File: config.mk
export PLATFORM = sky130hd
export DESIGN_NAME = dhrs_top
export DESIGN_NICKNAME = d
export VERILOG_FILES = /design/src/logic/dhrs_pkg.sv /design/src/logic/dhrs_nvm_if.sv /design/src/logic/dhrs_nvm_loader.sv /design/src/logic/dhrs_top.sv
export VERILOG_INCLUDE_DIRS = /design/src /design/src/logic
export SDC_FILE = /design/constraint.sdc
export NUM_CORES = 1
export LEC_CHECK = 0
export BUFFER_PORTS_ARGS = -buffer_cell sky130_fd_sc_hd__buf_2
export CORE_MARGIN = 2
export CORE_UTILIZATION = 35
export CTS_CLUSTER_DIAMETER = 100
export DETAILED_ROUTE_END_ITERATION = 6
export SYNTH_ARGS = -nofsm -noshare
export SYNTH_HDL_FRONTEND = slang
export SYNTH_SLANG_ARGS = --single-unit
File: constraint.sdc
create_clock -name clock -period 4.28 [get_ports clock]
set_input_delay 0.428 -clock clock [delete_from_list [all_inputs] [get_ports clock]]
set_output_delay 0.428 -clock clock [all_outputs]
set_load 0.02 [all_outputs]
File: src/logic/dhrs_consts.svh
/*
 * Timing figures and layout constants for the display hardware reset sequencer.
 * Assumes a 100 MHz system clock; counts are derived where they are used.
 */
`ifndef DHRS_CONSTS_SVH
`define DHRS_CONSTS_SVH

`define DHRS_CLK_MHZ 100
`define DHRS_CYC_PER_MS 100000
// Pin pulses below this are always rejected
`define DHRS_GLITCH_REJECT_US 5
// Pin pulses above this are always accepted
`define DHRS_GLITCH_ACCEPT_US 9
// Filter decision point, inside the undefined band
`define DHRS_FILTER_US 7
`define DHRS_REL_SLEEP_MS 5
`define DHRS_REL_AWAKE_MS 120
`define DHRS_BLANK_SEQ_MS 120
`define DHRS_NVM_WORDS 4
`define DHRS_ID_BYTES 3
`define DHRS_COMMON_ELECTRODE_LEVEL_IDX 3
`define DHRS_RST_SETTING 8'h00

`endif

File: src/logic/dhrs_pkg.sv
/*
 * Types shared by the reset sequencer and its settings loader.
 * Assumes dhrs_consts.svh sits on the include path.
 */
package dhrs_pkg;

    typedef enum logic [1:0] {
        DHRS_RUN,
        DHRS_HOLD,
        DHRS_RELEASE
    } dhrs_state_t;

    typedef struct packed {
        dhrs_state_t state;
        logic pin_s1;
        logic pin_s2;
        logic pin_f;
        logic [15:0] filt_cnt;
        logic sleep_out;
        logic awake_at_rst;
        logic blank_seq;
        logic [24:0] tmr;
        logic load_start;
        logic panel_blank;
        logic core_rst;
        logic cmd_ok;
    } dhrs_top_st_t;

endpackage

File: src/logic/dhrs_nvm_if.sv
/*
 * Start and done handshake between the sequencer and the settings loader.
 * Assumes both ends share the system clock.
 */
`timescale 1ns/100ps

interface dhrs_nvm_if;
    logic start;
    logic done;

    modport seq (output start, input done);
    modport ld (input start, output done);
endinterface

File: src/logic/dhrs_nvm_loader.sv
/*
 * Copies stored identification and panel settings from nonvolatile memory
 * into registers. Assumes a memory with one cycle of read latency.
 */
`timescale 1ns/100ps
`include "dhrs_consts.svh"

module dhrs_nvm_loader import dhrs_pkg::*; #(
    parameter int NVM_WORDS = `DHRS_NVM_WORDS
) (
    input wire logic clock,
    input wire logic sys_rst,
    dhrs_nvm_if.ld ctl,
    output logic [7:0] nvm_addr,
    input wire logic [7:0] nvm_rdata,
    output logic [NVM_WORDS*8-1:0] settings
);

    typedef struct packed {
        logic busy;
        logic phase;
        logic [7:0] idx;
        logic done;
        logic [NVM_WORDS-1:0][7:0] words;
    } dhrs_ld_st_t;

    dhrs_ld_st_t q, d;

    always_comb begin
        d = q;
        d.done = 1'b0;
        if (ctl.start) begin
            d.busy = 1'b1;
            d.phase = 1'b0;
            d.idx = 8'h00;
        end else if (q.busy) begin
            d.phase = ~q.phase;
            if (q.phase) begin
                d.words[q.idx] = nvm_rdata;
                d.idx = q.idx + 8'h01;
                if (q.idx == 8'(NVM_WORDS - 1)) begin
                    d.busy = 1'b0;
                    d.done = 1'b1;
                end
            end
        end
    end

    always_ff @(posedge clock) begin
        if (sys_rst) begin
            q <= '0;
        end else begin
            q <= d;
        end
    end

    assign nvm_addr = q.idx;
    assign ctl.done = q.done;
    assign settings = q.words;

endmodule

File: src/logic/dhrs_top.sv
/*
 * Hardware reset sequencer of a display driver: filters the reset pin,
 * blanks the panel, reloads stored settings and restores defaults.
 * Assumes an asynchronous active-low reset pin and a 100 MHz clock.
 */
`timescale 1ns/100ps
`include "dhrs_consts.svh"

module dhrs_top import dhrs_pkg::*; #(
    parameter int NVM_WORDS = `DHRS_NVM_WORDS,
    parameter int REL_SLEEP_CYC = `DHRS_REL_SLEEP_MS * `DHRS_CYC_PER_MS,
    parameter int REL_AWAKE_CYC = `DHRS_REL_AWAKE_MS * `DHRS_CYC_PER_MS,
    parameter int BLANK_SEQ_CYC = `DHRS_BLANK_SEQ_MS * `DHRS_CYC_PER_MS
) (
    input wire logic clock,
    input wire logic sys_rst,
    input wire logic hw_reset_pin_n,
    input wire logic wake_cmd,
    input wire logic sleep_cmd,
    output logic panel_blank,
    output logic blank_seq_active,
    output logic core_rst,
    output logic sleep_out,
    output logic cmd_ready,
    output logic [7:0] nvm_addr,
    input wire logic [7:0] nvm_rdata,
    output logic [`DHRS_ID_BYTES*8-1:0] id_bytes,
    output logic [7:0] common_electrode_level,
    output logic [NVM_WORDS*8-1:0] settings
);

    localparam int FILT_CYC = `DHRS_FILTER_US * `DHRS_CLK_MHZ;
    localparam logic [15:0] FILT_CNT = 16'(FILT_CYC - 1);

    dhrs_top_st_t q, d;
    dhrs_nvm_if nvm_ctl ();
    logic [NVM_WORDS*8-1:0] ld_words;

    ////////////////////////////////////////////////////////////////////////
    // Sequencer

    always_comb begin
        d = q;
        d.pin_s1 = hw_reset_pin_n;
        d.pin_s2 = q.pin_s1;
        d.load_start = 1'b0;
        // Level must differ from the filtered one for the whole window
        if (q.pin_s2 == q.pin_f) begin
            d.filt_cnt = 16'h0000;
        end else if (q.filt_cnt == FILT_CNT) begin
            d.pin_f = q.pin_s2;
            d.filt_cnt = 16'h0000;
        end else begin
            d.filt_cnt = q.filt_cnt + 16'h0001;
        end
        if (q.tmr != 25'h0) begin
            d.tmr = q.tmr - 25'h1;
        end
        unique case (q.state)
            DHRS_RUN: begin
                if (wake_cmd) begin
                    d.sleep_out = 1'b1;
                end else if (sleep_cmd) begin
                    d.sleep_out = 1'b0;
                end
                if (!q.pin_f) begin
                    d.state = DHRS_HOLD;
                    d.awake_at_rst = q.sleep_out;
                    d.blank_seq = q.sleep_out;
                    d.tmr = 25'(BLANK_SEQ_CYC - 1);
                    d.core_rst = 1'b1;
                    d.cmd_ok = 1'b0;
                end
            end
            DHRS_HOLD: begin
                if (q.blank_seq && q.tmr == 25'h0) begin
                    d.blank_seq = 1'b0;
                end
                if (q.pin_f) begin
                    d.state = DHRS_RELEASE;
                    d.blank_seq = 1'b0;
                    d.load_start = 1'b1;
                    d.tmr = q.awake_at_rst ? 25'(REL_AWAKE_CYC - 1)
                                           : 25'(REL_SLEEP_CYC - 1);
                end
            end
            DHRS_RELEASE: begin
                if (!q.pin_f) begin
                    d.state = DHRS_HOLD;
                    d.blank_seq = 1'b0;
                end else if (q.tmr == 25'h0) begin
                    d.state = DHRS_RUN;
                    d.sleep_out = 1'b0;
                    d.core_rst = 1'b0;
                    d.cmd_ok = 1'b1;
                end
            end
        endcase
        d.panel_blank = (d.state != DHRS_RUN) || !d.sleep_out;
    end

    always_ff @(posedge clock) begin
        if (sys_rst) begin
            q <= '0;
            q.pin_s1 <= 1'b1;
            q.pin_s2 <= 1'b1;
            q.pin_f <= 1'b1;
            q.panel_blank <= 1'b1;
            q.cmd_ok <= 1'b1;
        end else begin
            q <= d;
        end
    end

    assign nvm_ctl.start = q.load_start;

    ////////////////////////////////////////////////////////////////////////
    // Stored settings

    dhrs_nvm_loader #(
        .NVM_WORDS(NVM_WORDS)
    ) u_loader (
        .clock(clock),
        .sys_rst(sys_rst),
        .ctl(nvm_ctl),
        .nvm_addr(nvm_addr),
        .nvm_rdata(nvm_rdata),
        .settings(ld_words)
    );

    assign settings = ld_words;
    assign id_bytes = ld_words[`DHRS_ID_BYTES*8-1:0];
    assign common_electrode_level = ld_words[`DHRS_COMMON_ELECTRODE_LEVEL_IDX*8 +: 8];

    assign panel_blank = q.panel_blank;
    assign blank_seq_active = q.blank_seq;
    assign core_rst = q.core_rst;
    assign sleep_out = q.sleep_out;
    assign cmd_ready = q.cmd_ok;

    logic [15:0] low_run;
    logic [24:0] rel_run;
    always_ff @(posedge clock) begin
        if (sys_rst) begin
            low_run <= 16'h0000;
            rel_run <= 25'h0;
        end else begin
            low_run <= q.pin_s2 ? 16'h0000 : low_run + 16'h0001;
            rel_run <= (q.state == DHRS_RELEASE) ? rel_run + 25'h1 : 25'h0;
        end
    end
endmodule

==> impl_metrics.json, run 1 <==
{
  "synth_warnings": 0,
  "min_from": "hw_reset_pin_n",
  "synth.avg_cell_area_sq_um": 8.339,
  "dpl.hpwl_microns": 7368,
  "drt-pass1-iter-count": 5,
  "synthFlopType": "dfxtp_1",
  "grt_usage_pct": 14.50,
  "cts_sinks": 95,
  "grt-busiest-layer": "met2",
  "fmax_mhz": 366.5,
  "yosys-top-cells-area": "dfxtp_1, buf_4, a21oi_1",
  "vdd_ir_drop_max_mv": 0.2517,
  "ctsRootBufferMaster": "clkbuf_16",
  "holdPathEnd": "d[49]$_SDFF_PP1_",
  "ys_types": 52,
  "grtUsageMet3_pct": 4.151,
  "htree_levels": 3,
  "preCtsSetupSlack_ps": 1604,
  "r2r_cells": 5,
  "p_per_area_nw_per_um2": 518.3,
  "yosysTopAreaCell": "dfxtp_1",
  "rsz0062_at_grt": "false",
  "syn_inst": 567,
  "antennaDiodeCount": 0,
  "grt_pass1_wl_microns": 16780,
  "critPathSlowestCell": "o21ai_0",
  "dieWidth_microns": 120.2,
  "synth_edf_count": 0,
  "grt_pass1_vias": 3407,
  "arrival_ps": 2990,
  "yosysMostFrequentCell": "dfxtp_1",
  "coreArea_sq_um": 13240,
  "synth_nets": 590,
  "start_kind": "flip-flop",
  "tightest_slew_ps": 1141,
  "cts_buffers": 9,
  "synthArstFlopShare_pct": 0,
  "power_w": 0.002609,
  "routedWlPerCell_microns": 13.67,
  "drtIter0Drc": 241,
  "hold_depth": 2,
  "synth_area_sq_um": 4728,
  "grt_max_degree": 60,
  "clockBufferDepth": 2,
  "period_minus_slack_ps": 2729,
  "syn_to_final_growth_pct": 6.457,
  "ctsHoldBuffers": 0,
  "cts_resized": 0,
  "finalClockSkew_ps": 6.915,
  "clock_latency_ps": 340,
  "maxSlewViolCount": 0,
  "grt_use_met2_pct": 24.43,
  "gp_congestion": 0.7888,
  "grt_use_met1_pct": 18.16,
  "setup_viol": 0,
  "yosysSeqAreaShare_pct": 40.22,
  "end_kind": "flip-flop",
  "r2r-start": "q[12]$_SDFF_PP0_",
  "tritoncts": "built",
  "outcome": "completed",
  "hold_class": "primary input to flip-flop",
  "overflow": 0,
  "yosysTopAreaCellShare_pct": 40.22,
  "crit_fanout": 12,
  "cpPeakStageDelay_ps": 1030,
  "io_pins": 90,
  "port_buffers": 89,
  "cp_cell_sequence": "nor4_1, nand4_1, o21ai_0, o311ai_0, o211ai_1",
  "hold_viol_final": 0,
  "clk_pin_slew_ps": 70,
  "synth_top_cells_by_count": "dfxtp_1, buf_4, nand2_1, a21oi_1, nor2_1",
  "hold-worst-slack_ps": 268.5,
  "antenna_found_initial": 0,
  "reg2reg_to": "q[15]$_SDFF_PP0_",
  "start_util_pct": 35.70,
  "p_leak_nw": 1.988,
  "crit_required_ps": 4540,
  "num_rows": 42,
  "postCtsSetupBuffers": 0,
  "finalCritPeriodShare_pct": 63.75,
  "die_h_microns": 120.2,
  "ant_nets": 0,
  "die_area_sq_um": 14460,
  "vias": 3761,
  "drv_cap": 0,
  "slew_headroom_pct": 23.13,
  "worstSetupPathType": "flip-flop to flip-flop",
  "drive_above_1_share_pct": 21.84,
  "drc_errors": 0,
  "setup_tns_ps": 0,
  "fin_nets": 595,
  "viasPerCell": 4.995,
  "layout_setup_ws_ps": 1551,
  "synth-seq-cells": 95,
  "routed_wl_microns": 10290,
  "rrSetupSlack_ps": 1550
}
==> metrics by stage <==
step           instance area (sq um)  instances  utilization [%]
2_1_floorplan                   4728        567                -
3_3_place_gp                    4752        737            35.88
3_5_place_dp                    4752        737            35.88
4_1_cts                         5034        753            38.01
5_1_grt                         5034        753            38.01
6_report                        5034        753            38.01
==> cell usage in the layout, fill, tap and decap left out, drive strengths merged, types with 10 or more instances in the layout <==
cell type,count
xor2,22
buf,91
clkbuf,10
a21oi,49
o21ai,21
nand3,44
or2,10
nand4,11
xnor2,12
ha,10
inv,15
nor2,44
nand2,59
or3,10
dfxtp,95
==> critical path: cells and delay by family (launching register included) <==
kind / cells / cell delay, ps
AOI/OAI and AO/OA: 3 / 1450
DFF: 1 / 330
and+or+nand+nor: 2 / 860
==> layer usage <==
| layer | up-vias | wire, microns |
|---|---|---|
| met3 | 6 | 612 |
| met1 | 1762 | 4685 |
| li1 | 1886 | - |
| met4 | 0 | 85 |
| met2 | 107 | 4910 |
| met5 | - | 0 |
==> layout make-up <==
| type | instances | area, sq um |
|---|---|---|
| clock inverters | 6 | 52.55 |
| repair buffers | 91 | 460.4 |
| multi-input cells | 364 | 2128 |
| flip-flops and latches | 95 | 1902 |
| inverters | 11 | 41.29 |
| well taps | 176 | 220.2 |
| fillers | 1382 | 8209 |
| clock buffers | 10 | 229.0 |
==> power breakdown <==
group	internal (W)	switching, W
logic	0.000288	0.000458
clock network	0.000405	0.000363
registers	0.000988	0.000106
==> how the worst max path moves through the flow <==
stage                                           start          endpoint  cells past startpoint
finish                               q[12]$_SDFF_PP0_  q[15]$_SDFF_PP0_                      5
CTS                                   q[4]$_SDFF_PP0_  q[15]$_SDFF_PP0_                      7
global placement    u_loader.nvm_addr[2]$_SDFFE_PP0P_         flip-flop                      5
detailed placement                    q[4]$_SDFF_PP0_  q[13]$_SDFF_PP0_                      7
global route                         q[12]$_SDFF_PP0_  q[15]$_SDFF_PP0_                      5
floorplan                            q[52]$_SDFF_PP0_  q[13]$_SDFF_PP0_                      8
==> cell families (layout without fill, tap and decap cells) <==
kind of cell,count (synthesis),count (layout),share of synthesized area (%)
xor+xnor,34,34,6.298
compound gates,98,98,11.86
flops,95,95,40.22
fa+ha+maj,10,10,2.646
mux,2,2,0.4234
buf+inv,108,118,14.77
simple gates,220,220,23.79
No activity file was read; power rests on OpenSTA's default activity.
==> run 2, diff against run 1 <==
==> constraint.sdc (replaced) <==
create_clock -name clock -period 2.4 [get_ports clock]
set_input_delay 0.24 -clock clock [delete_from_list [all_inputs] [get_ports clock]]
set_output_delay 0.24 -clock clock [all_outputs]
set_load 0.02 [all_outputs]
==> impl_metrics.json, run 2 (synthesis gave the netlist of run 1 again) <==
{
  "rsz0062_at_grt": "false",
  "finalCritPeriodShare_pct": 89.59,
  "syn_to_final_growth_pct": 9.447,
  "start_kind": "flip-flop",
  "most-common-layout-cells": "dfxtp_1, buf_2, nand2_1",
  "cpPeakStageDelay_ps": 400,
  "maxSlewViolCount": 0,
  "port_buffers": 89,
  "routed_wl_microns": 10220,
  "clk_pin_slew_ps": 70,
  "tritoncts": "built",
  "cts_sinks": 95,
  "coreArea_sq_um": 13240,
  "crit_fanout": 10,
  "clockBufferDepth": 2,
  "finalClockSkew_ps": 12.36,
  "start_util_pct": 35.70,
  "cts_buffers": 9,
  "num_rows": 42,
  "period_minus_slack_ps": 2150,
  "fin_nets": 608,
  "drtIter0Drc": 279,
  "tightest_slew_ps": 678.6,
  "die_h_microns": 120.2,
  "setup_tns_ps": 0,
  "final_common_cell": "dfxtp_1",
  "worstSetupPathType": "flip-flop to flip-flop",
  "drive_above_1_share_pct": 23.90,
  "p_leak_nw": 2.067,
  "overflow": 0,
  "power_w": 0.004885,
  "viasPerCell": 4.977,
  "hold_viol_final": 0,
  "vdd_ir_drop_max_mv": 0.4648,
  "crit_required_ps": 2620,
  "outcome": "completed",
  "grt_max_degree": 37,
  "fin_cells": 766,
  "grt_pass1_wl_microns": 16500,
  "drc_errors": 0,
  "drt-pass1-iter-count": 5,
  "ant_nets": 0,
  "dp.cells": 750,
  "vias": 3812,
  "cp_cell_sequence": "inv_1, ha_1, nor4b_4, nand3_2, or2_1, a311oi_1, nand3_1",
  "routedWlPerCell_microns": 13.35,
  "dieWidth_microns": 120.2,
  "htree_levels": 3,
  "grt_usage_pct": 13.99,
  "dpl.hpwl_microns": 7403,
  "drv_cap": 0,
  "antenna_found_initial": 0,
  "hold_class": "primary input to flip-flop",
  "setup_viol": 0,
  "antennaDiodeCount": 0,
  "arrival_ps": 2370,
  "fin_util_pct": 39.08,
  "io_pins": 90,
  "clock_latency_ps": 350,
  "grt_pass1_vias": 3395,
  "critPathSlowestCell": "a311oi_1",
  "end_kind": "flip-flop",
  "ctsRootBufferMaster": "clkbuf_16",
  "die_area_sq_um": 14460,
  "slew_headroom_pct": 54.76,
  "p_per_area_nw_per_um2": 944.0,
  "gp_congestion": 0.8311,
  "fmax_mhz": 465.1
}
[run 2: final cells by class]
class / instances / area (sq um)
Clock buffer: 9 / 225.2
Clock inverter: 7 / 72.57
Fill cell: 1366 / 8068
Inverter: 11 / 41.29
Multi-Input combinational cell: 364 / 2143
Sequential cell: 95 / 1902
Tap cell: 176 / 220.2
Timing Repair Buffer: 104 / 570.5
[run 2: report_power, final]
group          switching (W)  internal (W)  leakage (nW)  total [W]
combinational       0.000839      0.000664          1.15    0.00150
clock               0.000677      0.000736         0.143    0.00141
sequential          0.000209       0.00176         0.769    0.00197
[run 2: metrics by stage]
stage | instance area [sq um] | worst slack (ps) | hold slack [ps]
finish | 5175 | 249.7 | 77.69
global route | 5175 | 37.64 | 87.42
CTS | 5160 | 178.9 | 73.38
detailed placement | 4862 | 212.0 | 398.1
global placement | 4862 | 288.6 | 393.8
floorplan | 4728 | 282.7 | 343.8
[run 2: metal layers]
| layer | global-route usage, % | wire (microns) | share of wire [%] |
|---|---|---|---|
| met3 | 3.066 | 533 | 5.2 |
| met4 | 4.651 | 150 | 1.5 |
| met2 | 23.40 | 4832 | 47 |
| met1 | 17.91 | 4708 | 46 |
| met5 | 0 | 0 | 0 |
[run 2: critical path, delay by kind of cell, from the launching register on]
kind            cells  cell delay, ps
flops               1             340
fa+ha+maj           1             170
buf+inv             1              80
simple gates        4            1040
compound gates      1             400
[run 2: worst paths after layout]
path	startpoint	endpoint	slack [ps]	depth (start not counted)
setup / recovery	q[4]$_SDFF_PP0_	panel_blank$_SDFF_PP1_	250	7
hold / removal	hw_reset_pin_n	d[49]$_SDFF_PP1_	80	2
setup reg to reg	q[4]$_SDFF_PP0_	panel_blank$_SDFF_PP1_	250	7
hold reg to reg	d[49]$_SDFF_PP1_	q[49]$_SDFF_PP1_	410	1
[run 2: timing repair]
item,4_1_cts,5_1_grt
hold buffers,0,0
setup buffers,0,0
resized for setup,0,2
endpoints found under the setup margin,0,2
==> run 3, diff against run 2 <==
--- a/config.mk
+++ b/config.mk
@@ -7,8 +7,10 @@
 export NUM_CORES = 1
 export LEC_CHECK = 0
 export BUFFER_PORTS_ARGS = -buffer_cell sky130_fd_sc_hd__buf_2
+export CORE_ASPECT_RATIO = 2
 export CORE_MARGIN = 2
 export CORE_UTILIZATION = 35
+export CTS_BUF_LIST = sky130_fd_sc_hd__clkbuf_4
 export CTS_CLUSTER_DIAMETER = 100
 export DETAILED_ROUTE_END_ITERATION = 6
 export SYNTH_ARGS = -nofsm -noshare
==> impl_metrics.json, run 3 (synthesis gave the netlist of run 1 again) <==
{
  "fmax_mhz": 469.9,
  "setup_viol": 0,
  "hold_class": "primary input to flip-flop",
  "syn_to_final_growth_pct": 4.948,
  "clk_pin_slew_ps": 130,
  "p_sw_share_pct": 36.10,
  "hold_depth": 3,
  "viasPerCell": 5.120,
  "outcome": "completed",
  "p_leak_nw": 1.986,
  "overflow": 0,
  "ant_nets": 0,
  "maxSlewViolCount": 0,
  "setup_tns_ps": 0,
  "hold_viol_final": 0,
  "clockBufferDepth": 2,
  "routedWlPerCell_microns": 13.80,
  "crit_required_ps": 2750,
  "power_w": 0.004241,
  "finalClockSkew_ps": 9.747,
  "start_util_pct": 35.38,
  "vias": 3804,
  "antenna_found_initial": 1,
  "drtIter0Drc": 155,
  "cts_sinks": 95,
  "combPwrFrac_pct": 34.7,
  "clock_latency_ps": 450,
  "grt_usage_pct": 14.44,
  "io_pins": 90,
  "r2r-start": "q[4]$_SDFF_PP0_",
  "grt_max_degree": 37,
  "drive_above_1_share_pct": 22.83,
  "drv_cap": 0,
  "rrSetupSlack_ps": 270,
  "postCtsSetupBuffers": 0,
  "htree_levels": 3,
  "dpl.hpwl_microns": 7872,
  "switchingPower_w": 0.001531,
  "period_minus_slack_ps": 2128,
  "die_area_sq_um": 14510,
  "routed_wl_microns": 10250,
  "start_kind": "flip-flop",
  "most-common-layout-cells": "dfxtp_1, buf_2, nand2_1",
  "dieWidth_microns": 86.19,
  "cts_buffers": 9,
  "coreArea_sq_um": 13360,
  "grt_pass1_vias": 3575,
  "tritoncts": "built",
  "vdd_ir_drop_max_mv": 0.8413,
  "r2r_cells": 7,
  "finalCritPeriodShare_pct": 88.67,
  "p_per_area_nw_per_um2": 854.6,
  "crit_fanout": 10,
  "worstSetupPathType": "flip-flop to flip-flop",
  "rsz0062_at_grt": "false",
  "die_h_microns": 168.4,
  "fin_nets": 608,
  "reg2reg_to": "panel_blank$_SDFF_PP1_",
  "pwr-share-seq_pct": 46.3,
  "final_common_cell": "dfxtp_1",
  "tightest_slew_ps": 606.8,
  "end_kind": "flip-flop",
  "slew_headroom_pct": 59.55,
  "port_buffers": 89,
  "grt_pass1_wl_microns": 16820,
  "clockPowerShare_pct": 19.0,
  "num_rows": 60,
  "p_int_w": 0.002710,
  "min_from": "nvm_rdata[7]",
  "gp_congestion": 0.8055,
  "drc_errors": 0,
  "drt-pass1-iter-count": 4,
  "ctsRootBufferMaster": "clkbuf_4",
  "arrival_ps": 2470
}
## run 3: cell count changes in the layout (fill, tap and decap cells not counted), sizes merged
cell	before	now
inv	15	11
buf	104	103
bufinv	0	1
clkbuf	9	10
clkinvlp	1	0
diode	0	1
dlygate4sd3	0	1
## run 3: worst max path at each step
stage / startpoint / endpoint / slack [ps] / cells past startpoint
finish: q[4]$_SDFF_PP0_ / panel_blank$_SDFF_PP1_ / 270 / 7
floorplan: q[52]$_SDFF_PP0_ / q[13]$_SDFF_PP0_ / 280 / 8
CTS: q[4]$_SDFF_PP0_ / panel_blank$_SDFF_PP1_ / 180 / 7
global route: q[4]$_SDFF_PP0_ / panel_blank$_SDFF_PP1_ / 90 / 7
detailed placement: q[4]$_SDFF_PP0_ / panel_blank$_SDFF_PP1_ / 200 / 7
global placement: q[4]$_SDFF_PP0_ / panel_blank$_SDFF_PP1_ / 270 / 7
## run 3: repair_timing
item | 4_1_cts | 5_1_grt
hold buffers | 1 | 0
endpoints found under the hold margin | 1 | 0
resized for setup | 0 | 1
endpoints found under the setup margin | 0 | 1
## run 3: per-stage QoR
step                      hold slack [ps]  utilization [%]  worst slack, ps  instance area, sq um  instances
final                               77.38            37.13            272.0                  4962        743
after CTS                           52.87            37.05            176.4                  4951        742
after floorplan                     343.8                -            282.7                  4728        567
after global placement              398.2            36.13            271.9                  4828        728
after global routing                71.03            37.13            89.01                  4962        743
after detailed placement            410.4            36.13            197.6                  4828        728
## run 3: critical path, stage by stage (launching register included)
cell and delay, ps:
dfxtp_1 360, inv_1 80, ha_1 160, nor4b_4 290
nand3_2 230, or2_1 390, a311oi_1 390, nand3_1 110
## run 3: power groups by stage
stage	logic [W]	registers (W)	clock network, W
5_1_grt	0.00165	0.00199	0.000894
6_report	0.00147	0.00196	0.000806
3_3_place_gp	0.00142	0.00198	0
3_5_place_dp	0.00145	0.00199	0
4_1_cts	0.00146	0.00195	0.000835
2_1_floorplan	0.00107	0.00194	0
## run 3: final cells by class
type | instances | area (sq um)
Multi-Input combinational cell | 364 | 2137
Sequential cell | 95 | 1902
Clock inverter | 3 | 37.54
Tap cell | 155 | 193.9
Clock buffer | 10 | 75.07
Antenna cell | 1 | 2.502
Timing Repair Buffer | 104 | 573.1
Fill cell | 1408 | 8401
Inverter | 11 | 41.29
## run 3: per-layer routing
| metal | vias to the layer above | wire [microns] | GRT usage [%] |
|---|---|---|---|
| met2 | 111 | 5586 | 27.47 |
| met1 | 1764 | 3874 | 13.97 |
| li1 | 1906 | - | - |
| met5 | - | 0 | 0 |
| met3 | 23 | 412 | 1.912 |
| met4 | 0 | 376 | 9.307 |
